==> src/inc/rsd_defs.vh <==
// constants for the dual synthesiser divider and lock control block
`ifndef RSD_DEFS_VH
`define RSD_DEFS_VH
`define RSD_ADDR_DATA 8'hB2
`define RSD_ADDR_CTRL 8'hB3
`define RSD_ADDR_STAT 8'hB4
`define RSD_N_W 20
`define RSD_R_W 13
`define RSD_WORD_W 16
`define RSD_STAT_W 8
`define RSD_CH_FLD_W 8
`define RSD_CB_EN 0
`define RSD_CB_SET 1
`define RSD_CB_TOL 2
`define RSD_CB_GAIN 3
`define RSD_CB_MASK 4
`define RSD_CB_LDSET 6
`define RSD_CB_REFSEL 7
`define RSD_CB_LDCH 14
`define RSD_TOL_ONE 3'h1
`define RSD_TOL_FOUR 3'h4
`define RSD_ERR_W 3
`define RSD_HIST_W 3
`define RSD_CTRL_RST 16'h0000
`define RSD_STAT_LOCK 0
`define RSD_STAT_LOST 2
`endif

==> src/rtl/rsd_synth_ctrl.v <==
// dual integer-n synthesiser divider, set select and lock detect logic
`include "rsd_defs.vh"
module rsd_synth_ctrl (
    input wire sys_clk_in,
    input wire rst_in,
    input wire [7:0] reg_addr_in,
    input wire [15:0] reg_wdata_in,
    input wire reg_wr_in,
    input wire reg_rd_in,
    output reg [15:0] reg_rdata_out,
    input wire xtal_ref_in,
    input wire synth_reference_clock_input,
    input wire [1:0] rf_fb_tick_in,
    output wire [1:0] pump_up_out,
    output wire [1:0] pump_down_out,
    output wire [1:0] pump_gain_out,
    output wire [1:0] lock_out,
    output wire irq_out
);
    reg [15:0] ctrl_q;
    reg [1:0] word_ptr_q;
    reg ref_prev_q;
    reg [1:0] lost_q;
    wire ref_level;
    wire ref_tick;
    wire wr_data;
    wire wr_ctrl;
    wire rd_stat;
    wire [1:0] lock_w;
    wire [1:0] lost_evt;
    wire [7:0] stat_w;

    assign wr_data = reg_wr_in && (reg_addr_in == `RSD_ADDR_DATA);
    assign wr_ctrl = reg_wr_in && (reg_addr_in == `RSD_ADDR_CTRL);
    assign rd_stat = reg_rd_in && (reg_addr_in == `RSD_ADDR_STAT);

    assign ref_level = ctrl_q[`RSD_CB_REFSEL] ? synth_reference_clock_input : xtal_ref_in;
    // edge found by sampling, so the reference must stay below half the clock rate
    assign ref_tick = ref_level && !ref_prev_q;

    always @(posedge sys_clk_in)
    begin
        if (rst_in)
        begin
            ctrl_q <= `RSD_CTRL_RST;
            word_ptr_q <= 2'h0;
            ref_prev_q <= 1'b0;
        end
        else
        begin
            ref_prev_q <= ref_level;
            if (wr_ctrl)
            begin
                ctrl_q <= reg_wdata_in;
            end
            // four-word load sequence, pointer restarts on control write
            if (wr_ctrl)
                word_ptr_q <= 2'h0;
            else if (wr_data)
                word_ptr_q <= word_ptr_q + 2'h1;
        end
    end

    genvar ch;
    generate
        for (ch = 0; ch < 2; ch = ch + 1)
        begin : g_ch
            wire [7:0] cf;
            wire sel_rx;
            wire ld_here;
            wire [`RSD_N_W-1:0] n_act;
            wire [`RSD_R_W-1:0] r_act;
            wire ref_evt;
            wire fb_evt;
            wire [`RSD_ERR_W-1:0] tol;
            wire meas_done;
            wire in_tol;
            reg [`RSD_N_W-1:0] n_set_q [0:1];
            reg [`RSD_R_W-1:0] r_set_q [0:1];
            reg [`RSD_N_W-1:0] n_cnt_q;
            reg [`RSD_R_W-1:0] r_cnt_q;
            reg up_q;
            reg dn_q;
            reg [`RSD_ERR_W-1:0] err_q;
            reg [`RSD_HIST_W-1:0] hist_q;

            assign cf = ctrl_q[ch*`RSD_CH_FLD_W +: `RSD_CH_FLD_W];
            // swapping is a single control write
            assign sel_rx = cf[`RSD_CB_SET];
            assign n_act = n_set_q[sel_rx];
            assign r_act = r_set_q[sel_rx];
            assign ld_here = wr_data && (ctrl_q[`RSD_CB_LDCH] == ch);
            // gain bit drives pump current level
            assign pump_gain_out[ch] = cf[`RSD_CB_GAIN];

            // words write straight into the set, so halves are live
            // no interlock; host must avoid the active set
            always @(posedge sys_clk_in)
            begin
                if (rst_in)
                begin
                    n_set_q[0] <= {`RSD_N_W{1'b0}};
                    n_set_q[1] <= {`RSD_N_W{1'b0}};
                    r_set_q[0] <= {`RSD_R_W{1'b0}};
                    r_set_q[1] <= {`RSD_R_W{1'b0}};
                end
                else if (ld_here)
                begin
                    case (word_ptr_q)
                        2'h0: r_set_q[ctrl_q[`RSD_CB_LDSET]] <= reg_wdata_in[`RSD_R_W-1:0];
                        2'h1: n_set_q[ctrl_q[`RSD_CB_LDSET]][15:0] <= reg_wdata_in;
                        2'h2: n_set_q[ctrl_q[`RSD_CB_LDSET]][`RSD_N_W-1:16] <=
                            reg_wdata_in[`RSD_N_W-17:0];
                        default: ;
                    endcase
                end
            end

            // r sets comparison rate, n divides vco down to it
            assign ref_evt = ref_tick && (r_cnt_q >= r_act - {{(`RSD_R_W-1){1'b0}}, 1'b1});
            assign fb_evt = rf_fb_tick_in[ch] &&
                (n_cnt_q >= n_act - {{(`RSD_N_W-1){1'b0}}, 1'b1});
            assign tol = cf[`RSD_CB_TOL] ? `RSD_TOL_FOUR : `RSD_TOL_ONE;
            assign meas_done = (up_q || ref_evt) && (dn_q || fb_evt);
            assign in_tol = err_q <= tol;

            always @(posedge sys_clk_in)
            begin
                if (rst_in || !cf[`RSD_CB_EN])
                begin
                    r_cnt_q <= {`RSD_R_W{1'b0}};
                    n_cnt_q <= {`RSD_N_W{1'b0}};
                    up_q <= 1'b0;
                    dn_q <= 1'b0;
                    err_q <= {`RSD_ERR_W{1'b0}};
                    // relock after enable starts from an empty history
                    // disabled or reset reads unlocked
                    hist_q <= {`RSD_HIST_W{1'b0}};
                end
                else
                begin
                    if (ref_tick)
                        r_cnt_q <= ref_evt ? {`RSD_R_W{1'b0}} : r_cnt_q + 1'b1;
                    if (rf_fb_tick_in[ch])
                        n_cnt_q <= fb_evt ? {`RSD_N_W{1'b0}} : n_cnt_q + 1'b1;
                    if (meas_done)
                    begin
                        up_q <= 1'b0;
                        dn_q <= 1'b0;
                        err_q <= {`RSD_ERR_W{1'b0}};
                        hist_q <= {hist_q[1:0], in_tol};
                    end
                    else
                    begin
                        up_q <= up_q || ref_evt;
                        dn_q <= dn_q || fb_evt;
                        // saturate so a long gap never wraps back into tolerance
                        if ((up_q ^ dn_q) && ref_tick && (err_q != {`RSD_ERR_W{1'b1}}))
                            err_q <= err_q + 1'b1;
                    end
                end
            end

            assign pump_up_out[ch] = up_q;
            assign pump_down_out[ch] = dn_q;
            assign lock_w[ch] = (hist_q[0] & hist_q[1]) | (hist_q[1] & hist_q[2]) |
                (hist_q[0] & hist_q[2]);
        end
    endgenerate

    reg [1:0] lock_prev_q;
    assign lost_evt = lock_prev_q & ~lock_w;

    always @(posedge sys_clk_in)
    begin
        if (rst_in)
        begin
            lock_prev_q <= 2'h0;
            lost_q <= 2'h0;
            reg_rdata_out <= 16'h0000;
        end
        else
        begin
            lock_prev_q <= lock_w;
            // disabling a locked channel also counts as a loss; mask first
            // a loss landing on the read clear still sticks
            lost_q <= (rd_stat ? 2'h0 : lost_q) | lost_evt;
            if (reg_rd_in)
                reg_rdata_out <= rd_stat ? {8'h00, stat_w} : 16'h0000;
        end
    end

    assign stat_w = {4'h0, lost_q, lock_w};
    assign lock_out = lock_w;
    assign irq_out = (lost_q[0] & ctrl_q[`RSD_CB_MASK]) |
        (lost_q[1] & ctrl_q[`RSD_CH_FLD_W + `RSD_CB_MASK]);
endmodule // rsd_synth_ctrl

==> config.mk <==
export PLATFORM = sky130hd
export DESIGN_NAME = rsd_synth_ctrl
export DESIGN_NICKNAME = d
export VERILOG_FILES = /design/src/rtl/rsd_synth_ctrl.v
export VERILOG_INCLUDE_DIRS = /design/src /design/src/inc
export SDC_FILE = /design/constraint.sdc
export NUM_CORES = 1
export LEC_CHECK = 0
export BUFFER_PORTS_ARGS = -buffer_cell sky130_fd_sc_hd__buf_2
export CAP_MARGIN = 20
export CORE_ASPECT_RATIO = 1.25
export CORE_MARGIN = 2
export CORE_UTILIZATION = 56
export DETAILED_ROUTE_END_ITERATION = 12
export PLACE_DENSITY = 0.81
export SETUP_SLACK_MARGIN = 0.3
export SLEW_MARGIN = 0
export SYNTH_ARGS = -nofsm -noshare
export SYNTH_HDL_FRONTEND = slang
export SYNTH_SLANG_ARGS = --single-unit
==> constraint.sdc <==
create_clock -name sys_clk_in -period 12.5 [get_ports sys_clk_in]
set_clock_uncertainty 0.05 [all_clocks]
set_input_delay 1.875 -clock sys_clk_in [delete_from_list [all_inputs] [get_ports sys_clk_in]]
set_output_delay 1.875 -clock sys_clk_in [all_outputs]
set_load 0.02 [all_outputs]
==> results of run 1 <==
-- registers in the layout (all words and copies together), names as in the netlist, named ones only --
name,cells
g_ch.up_q,2
g_ch.n_set_q,80
ref_prev_q,1
reg_rdata_out,4
ctrl_q,13
g_ch.r_cnt_q,26
g_ch.n_cnt_q,40
lock_prev_q,2
g_ch.hist_q,6
g_ch.dn_q,2
lost_q,2
g_ch.err_q,6
g_ch.r_set_q,52
word_ptr_q,2
-- cells by family (layout without fill, tap and decap cells) --
| kind of cell | after synthesis | in the layout |
|---|---|---|
| AOI/OAI and AO/OA | 130 | 130 |
| muxes | 82 | 82 |
| and+or+nand+nor | 557 | 557 |
| adders and majority gates | 85 | 85 |
| xor gates and xnor gates | 125 | 125 |
| DFF | 240 | 240 |
| other | 1 | 12 |
| buffers and inverters | 93 | 115 |
-- cells in the final DEF (no fill, tap or decap), drive strengths merged, types with 31 or more instances in the layout --
cell type  Yosys  final
dfxtp        108    108
xnor2         45     45
nand2         69     69
xor2          80     80
mux2i         81     81
and2          86     86
buf           36     47
o21ai         36     36
ha            85     85
a21oi         40     40
nor2         162    162
nor3          86     86
edfxtp       132    132
nand3         45     45
clkbuf        33     31
-- routing by layer --
layer  GRT usage [%]  vias up  wire length (um)
li1                -     4644                 -
met1           27.31     4443             11310
met2           38.63      251             13400
met3           2.454       56              1496
met4           7.833        0               892
met5               0        -                 0
-- worst max-delay path, delay by kind of cell (launching register included) --
kind                       cells  cell delay, ns
and+or+nand+nor                8            2.11
buffers and inverters          1            0.64
adders and majority gates      2            0.54
AOI/OAI and AO/OA              3            0.46
muxes                          1            0.36
DFF                            1            0.31
-- through the flow --
step / total power [mW] / setup WS [ns] / util, % / std cells
2_1_floorplan: 0.9241 / 8.108 / - / 1324
3_3_place_gp: 0.9481 / 7.900 / 58.55 / 1590
3_5_place_dp: 0.9508 / 7.802 / 58.55 / 1590
4_1_cts: 1.682 / 7.810 / 62.08 / 1634
5_1_grt: 1.722 / 7.509 / 62.08 / 1634
6_report: 1.675 / 7.812 / 62.08 / 1634
-- worst max-delay path by stage --
| stage | startpoint | to | slack, ns | depth (start not counted) |
|---|---|---|---|---|
| 3_5_place_dp | reg_addr_in[6] | g_ch[1].n_set_q[0][8]$_SDFFCE_PN0P_ | 7.80 | 7 |
| 5_1_grt | flop | g_ch[1].n_cnt_q[0]$_SDFFE_PP0P_ | 7.51 | 15 |
| 3_3_place_gp | reg_addr_in[6] | g_ch[1].n_set_q[0][4]$_SDFFCE_PN0P_ | 7.90 | 7 |
| 4_1_cts | flop | g_ch[1].n_cnt_q[15]$_SDFFE_PP0P_ | 7.81 | 15 |
| 6_report | flop | g_ch[1].n_cnt_q[15]$_SDFFE_PP0P_ | 7.81 | 15 |
| 2_1_floorplan | flop | g_ch[0].hist_q[1]$_SDFFE_PP0P_ | 8.11 | 22 |
-- area by class of cell --
cell class / count / area, um^2 / area share [%]
clock buffers: 31 / 668.1 / 4.671
clock inverters: 13 / 146.4 / 1.023
inverters: 24 / 90.09 / 0.6298
multi-input cells: 991 / 6668 / 46.61
flip-flops and latches: 240 / 6128 / 42.84
well taps: 288 / 360.3 / 2.519
repair buffers: 47 / 242.7 / 1.697
-- power groups by stage --
stage | Combinational, mW | Clock [mW] | Sequential (mW)
2_1_floorplan | 0.0567 | 0 | 0.867
3_3_place_gp | 0.0767 | 0 | 0.871
3_5_place_dp | 0.0790 | 0 | 0.872
4_1_cts | 0.0795 | 0.747 | 0.855
5_1_grt | 0.0879 | 0.777 | 0.856
6_report | 0.0795 | 0.740 | 0.855
==> run_results.csv, run 1 <==
group,metric,value,unit
clocking,cts_buffers,24,
floorplan,die_area,0.02482,mm^2
yosys,yosysWarnings,0,
detailed_routing,dr.pass1.iters,5,
global_route,grt_max_degree,70,
hold_path,whs_path_depth,2,
yosys,syn_avg_cell_area,10.05,um^2
yosys,yosysUniqueCellTypes,63,
clocking,cts_max_path_buffers,3,
clocking,cts_tree,"built",
setup_path,rrSetupSlack,7.81,ns
yosys,synth-simple-area-share,21.42,%
global_route,antenna_found_initial,0,
timing,tns,0,ns
placement,gp_congestion,0.8496,
timing,min_period_over_period,37.50,%
timing,setup_viol,0,
yosys,synth-seq-cells,240,
yosys,synth.top_cell.area_share,30.03,%
yosys,syn_inst,1313,
floorplan,die_w,141.3,um
detailed_routing,postRouteAntennaNets,0,
yosys,synth_edf_count,132,
yosys,synth_largest_area_cell,"edfxtp_1",
setup_path,cp_slowest_cell,"nand3b_1",
yosys,yosys.cell_count.top_type,"nor2_1",
yosys,synth_common_cells,"nor2_1, edfxtp_1, dfxtp_1",
power,combPwrFrac,4.7,%
clocking,clkSlewWorstSetupHoldPaths,0.06,ns
setup_path,cp_data_required_time,12.81,ns
global_route,track_usage,21.74,%
timing,finalHoldViolations,0,
timing,slew_headroom,29.33,%
timing,drv_slew,0,
yosys,synth_area_leaders,"edfxtp_1, dfxtp_1, ha_1",
detailed_routing,drc,0,
hold_path,hp-class,"reg -> reg",
placement,io_buffers,44,
yosys,synth_compound_area_share,6.162,%
yosys,async_flop_share,0,%
yosys,netlist_area,0.01320,mm^2
yosys,synthFlopType,"edfxtp_1",
setup_path,critPathMaxFanout,69,
clocking,clock_latency,0.52,ns
detailed_routing,via_per_inst,5.749,
power,leakage,5.230,nW
floorplan,core,0.02304,mm^2
clocking,cts_sinks,240,
detailed_routing,drtIter0Drc,605,
timing,rsz0062_at_grt,"false",
yosys,muxShareOfSynthArea,6.229,%
setup_path,path_cells,"buf_4 -> mux2i_1 -> ha_1 -> o21ai_1 -> nor3_2 -> nand2_1 -> or3_1 -> nand3_1 -> o21ai_1 -> ha_1 -> nand2_1 -> or4_1 -> a211oi_1 -> nand3b_1 -> nor2_1",
setup_path,start_kind,"flop",
yosys,synth_adder_area_share,8.058,%
hold_path,min_to,"g_ch[1].hist_q[2]$_SDFFE_PP0P_",
outcome,status,"finished clean",
timing,whs,0.4158,ns
power,ir_worst_vdd,0.0001117,V
yosys,synth-xor-area-share,8.295,%
final_layout,fillers,1818,
power,power.switching,0.3643,mW
yosys,synth_top_family_by_area,"simple AND/OR/NAND/NOR gates",
clocking,cts_setup_buffers,0,
placement,placed_area,0.01349,mm^2
final_layout,drive_gt1_share,7.578,%
job,drv_cap,0,
final_layout,stdcell_area,0.01430,mm^2
final_layout,insertedDiodeCount,0,
floorplan,io-pin-count,57,
final_layout,final_nets,1445,
global_route,grt_overflow,0,
detailed_routing,vias,9394,
setup_path,r2r_cells,15,
global_route,first_global_vias,8978,
clocking,ctsResizeCount,0,
clocking,root_buffer,"clkbuf_16",
detailed_routing,routed_wl,27.10,mm
power,power_per_cell_area,117.1,mW/mm^2
detailed_routing,wl_per_cell,16.58,um
global_route,grt_pass1_wl,43.77,mm
setup_path,critical_path_arrival,5.00,ns
clocking,cts_hold_buf,0,
placement,hpwlAfterDp,19.89,mm
clocking,cts_max_level,1,
setup_path,r2r_end,"g_ch[1].n_cnt_q[15]$_SDFFE_PP0P_",
timing,period_minus_slack,4.688,ns
floorplan,fp.dieH,175.6,um
final_layout,area_growth_syn_to_layout,8.381,%
power,pwr-share-seq,51.1,%
floorplan,start_util,57.28,%
power,internal_power,1.310,mW
hold_path,min_from,"g_ch[1].hist_q[2]$_SDFFE_PP0P_",
floorplan,rows,62,
setup_path,crit_path_end_kind,"flop",
power,switching_share,21.75,%
timing,timing.fmax,213.3,MHz
power,power.share.clock,44.2,%
yosys,ys_seq_area_share,46.42,%
timing,max_slew.worst_pin.slew,1.059,ns
setup_path,max_stage_delay,0.65,ns
setup_path,path_class,"reg -> reg",
Note: power is estimated with default switching activity, not from simulation.
==> inputs of run 2 (changes only) <==
--- a/config.mk
+++ b/config.mk
@@ -12,7 +12,7 @@
 export CORE_MARGIN = 2
 export CORE_UTILIZATION = 56
 export DETAILED_ROUTE_END_ITERATION = 12
-export PLACE_DENSITY = 0.81
+export PLACE_DENSITY = 0.84
 export SETUP_SLACK_MARGIN = 0.3
 export SLEW_MARGIN = 0
 export SYNTH_ARGS = -nofsm -noshare
==> constraint.sdc (replaced) <==
create_clock -name sys_clk_in -period 4.3 [get_ports sys_clk_in]
set_clock_uncertainty 0.05 [all_clocks]
set_input_delay 0.645 -clock sys_clk_in [delete_from_list [all_inputs] [get_ports sys_clk_in]]
set_output_delay 0.645 -clock sys_clk_in [all_outputs]
set_load 0.02 [all_outputs]
==> run 2 against run 1 <==
  * Design area increased by 2.6%
  * Sequential share of layout area shrank 1.1 points
  * Global-route usage rose by 1.1 points
  * Combinational power grew to 3.1 times the previous value
  * Worst setup slack worse by 7.4 ns
  * Sequential power increased to 2.9 times the previous value
  * Worst hold slack lost 0.057 ns
  * First-iteration DRC count up 19%
  * Critical path depth down 1
  * Clock-buffer cell count is 3 lower
  * Maximum frequency rose by 19%
  * Sequential cell count did not move
  * Critical path type unchanged
==> run_results.csv, run 2 (synthesis results as in run 1) <==
group,metric,value,unit
global_route,grt_overflow,0,
clocking,cts_max_level,1,
detailed_routing,vias,9607,
power,switching_share,21.25,%
power,ir_worst_vdd,0.0003523,V
timing,slew_headroom,35.04,%
power,leakage,5.404,nW
timing,finalHoldViolations,0,
clocking,cts_buffers,24,
final_layout,final_nets,1471,
job,drv_cap,0,
setup_path,r2r_end,"g_ch[1].hist_q[2]$_SDFFE_PP0P_",
setup_path,rrSetupSlack,0.36,ns
setup_path,critPathMaxFanout,10,
setup_path,cp_data_required_time,4.69,ns
final_layout,reg_top3,"g_ch.n_set_q x80, g_ch.r_set_q x52, g_ch.n_cnt_q x40",
final_layout,fillers,1685,
timing,tns,0,ns
hold_path,whs_path_depth,3,
clocking,cts_max_path_buffers,3,
floorplan,die_w,141.3,um
detailed_routing,drtIter0Drc,720,
global_route,grt_pass1_wl,46.30,mm
setup_path,max_stage_delay,0.42,ns
power,power.share.clock,45.6,%
setup_path,crit_family,"simple AND/OR/NAND/NOR gates",
timing,setup_viol,0,
global_route,first_global_vias,9603,
detailed_routing,via_per_inst,5.787,
setup_path,crit_path_end_kind,"flop",
setup_path,path_class,"reg -> reg",
timing,min_period_over_period,91.56,%
power,internal_power,3.950,mW
setup_path,cp_slowest_cell,"or4_1",
detailed_routing,wl_per_cell,17.20,um
floorplan,fp.dieH,175.6,um
clocking,cts_hold_buf,0,
placement,io_buffers,44,
clocking,cts_tree,"built",
setup_path,start_kind,"flop",
final_layout,layout_common_cells,"nor2_1, edfxtp_1, dfxtp_1",
final_layout,drive_gt1_share,10.93,%
floorplan,rows,62,
power,combPwrFrac,4.9,%
setup_path,path_cells,"buf_6 -> or3_4 -> a211o_4 -> nor4b_4 -> and2b_1 -> nand2_1 -> xnor2_1 -> ha_1 -> nand2_1 -> or4_1 -> a211oi_2 -> or3b_4 -> and2_4 -> mux2i_1",
detailed_routing,dr.pass1.iters,6,
final_layout,largest_reg_flops,80,
power,power.switching,1.066,mW
detailed_routing,postRouteAntennaNets,0,
clocking,cts_sinks,240,
setup_path,critical_path_arrival,4.33,ns
hold_path,min_from,"reg_wdata_in[0]",
final_layout,area_growth_syn_to_layout,11.21,%
floorplan,io-pin-count,57,
global_route,antenna_found_initial,0,
final_layout,final_common_cell,"nor2_1",
final_layout,final_util,63.70,%
floorplan,core,0.02304,mm^2
clocking,clock_latency,0.52,ns
detailed_routing,drc,0,
floorplan,start_util,57.28,%
timing,period_minus_slack,3.937,ns
global_route,track_usage,22.85,%
hold_path,min_to,"ctrl_q[0]$_SDFFE_PP0P_",
timing,rsz0062_at_grt,"false",
power,power_per_cell_area,341.8,mW/mm^2
placement,hpwlAfterDp,20.37,mm
timing,drv_slew,0,
clocking,clkSlewWorstSetupHoldPaths,0.06,ns
setup_path,critPathMostFrequentCell,"nand2_1",
final_layout,insertedDiodeCount,0,
floorplan,die_area,0.02482,mm^2
placement,gp_congestion,0.8654,
global_route,grt_max_degree,27,
setup_path,cp_num_buf_inv,1,
power,pwr-share-seq,49.5,%
final_layout,largest_register,"g_ch.n_set_q",
clocking,root_buffer,"clkbuf_16",
setup_path,r2r_cells,14,
hold_path,hp-class,"in -> reg",
outcome,status,"finished clean",
timing,timing.fmax,254.0,MHz
timing,max_slew.worst_pin.slew,0.9734,ns
detailed_routing,routed_wl,28.56,mm
## run 2: cell types whose count changed in the layout (fill, tap and decap cells not counted), moves of 3 or more
cell	change
buf_6	+4
bufinv_16	+3
nor3_1	-4
buf_4	+22
nor3_2	+4
mux2i_1	-3
mux2i_2	+3
## run 2: tightest hold or removal path: stages
cell	delay, ns
buf_2	0.11
mux2i_1	0.07
nor2_1	0.07
## run 2: power by group through the flow
stage | logic (mW) | clock network (mW) | registers (mW)
floorplan | 0.165 | 0 | 2.52
global placement | 0.227 | 0 | 2.53
detailed placement | 0.236 | 0 | 2.53
CTS | 0.238 | 2.32 | 2.48
global route | 0.267 | 2.41 | 2.49
finish | 0.244 | 2.29 | 2.48
## run 2: metrics by stage
step | area (um^2) | power [mW] | hold WS, ns | instances | worst slack [ns]
3_5_place_dp | 13630 | 2.769 | 0.4103 | 1606 | 0.06495
4_1_cts | 14510 | 5.039 | 0.3431 | 1650 | 0.3357
6_report | 14680 | 5.016 | 0.3593 | 1660 | 0.3631
5_1_grt | 14680 | 5.164 | 0.3548 | 1660 | 0.2361
2_1_floorplan | 13300 | 2.687 | 0.3849 | 1324 | 0.3022
3_3_place_gp | 13630 | 2.757 | 0.3956 | 1606 | 0.2339
## run 2: timing repair
action / in CTS / in global routing
pin swaps: 0 / 11
endpoints found under the setup margin: 26 / 67
resized for setup: 7 / 23
buffers inserted: 0 / 10
## run 2: worst max path at each step
stage | startpoint | end | depth (start not counted)
floorplan | flop | g_ch[0].hist_q[1]$_SDFFE_PP0P_ | 22
CTS | flop | g_ch[0].hist_q[1]$_SDFFE_PP0P_ | 15
detailed placement | flop | g_ch[1].hist_q[2]$_SDFFE_PP0P_ | 15
finish | flop | g_ch[1].hist_q[2]$_SDFFE_PP0P_ | 14
global route | flop | g_ch[1].hist_q[0]$_SDFFE_PP0P_ | 15
global placement | flop | g_ch[1].hist_q[2]$_SDFFE_PP0P_ | 15
## run 2: area by class of cell
| class | instances | area [um^2] | share of cell area, % |
|---|---|---|---|
| Sequential cell | 240 | 6133 | 41.79 |
| Clock buffer | 28 | 636.9 | 4.339 |
| Tap cell | 288 | 360.3 | 2.455 |
| Inverter | 24 | 90.09 | 0.6138 |
| Clock inverter | 16 | 226.5 | 1.543 |
| Timing Repair Buffer | 73 | 452.9 | 3.086 |
| Multi-Input combinational cell | 991 | 6777 | 46.17 |
## run 2: layer usage
metal / share of wire, % / global-route usage [%]
met4: 3.3 / 8.958
met1: 40 / 27.85
met3: 5.6 / 3.217
met5: 0 / 0
met2: 51 / 40.76
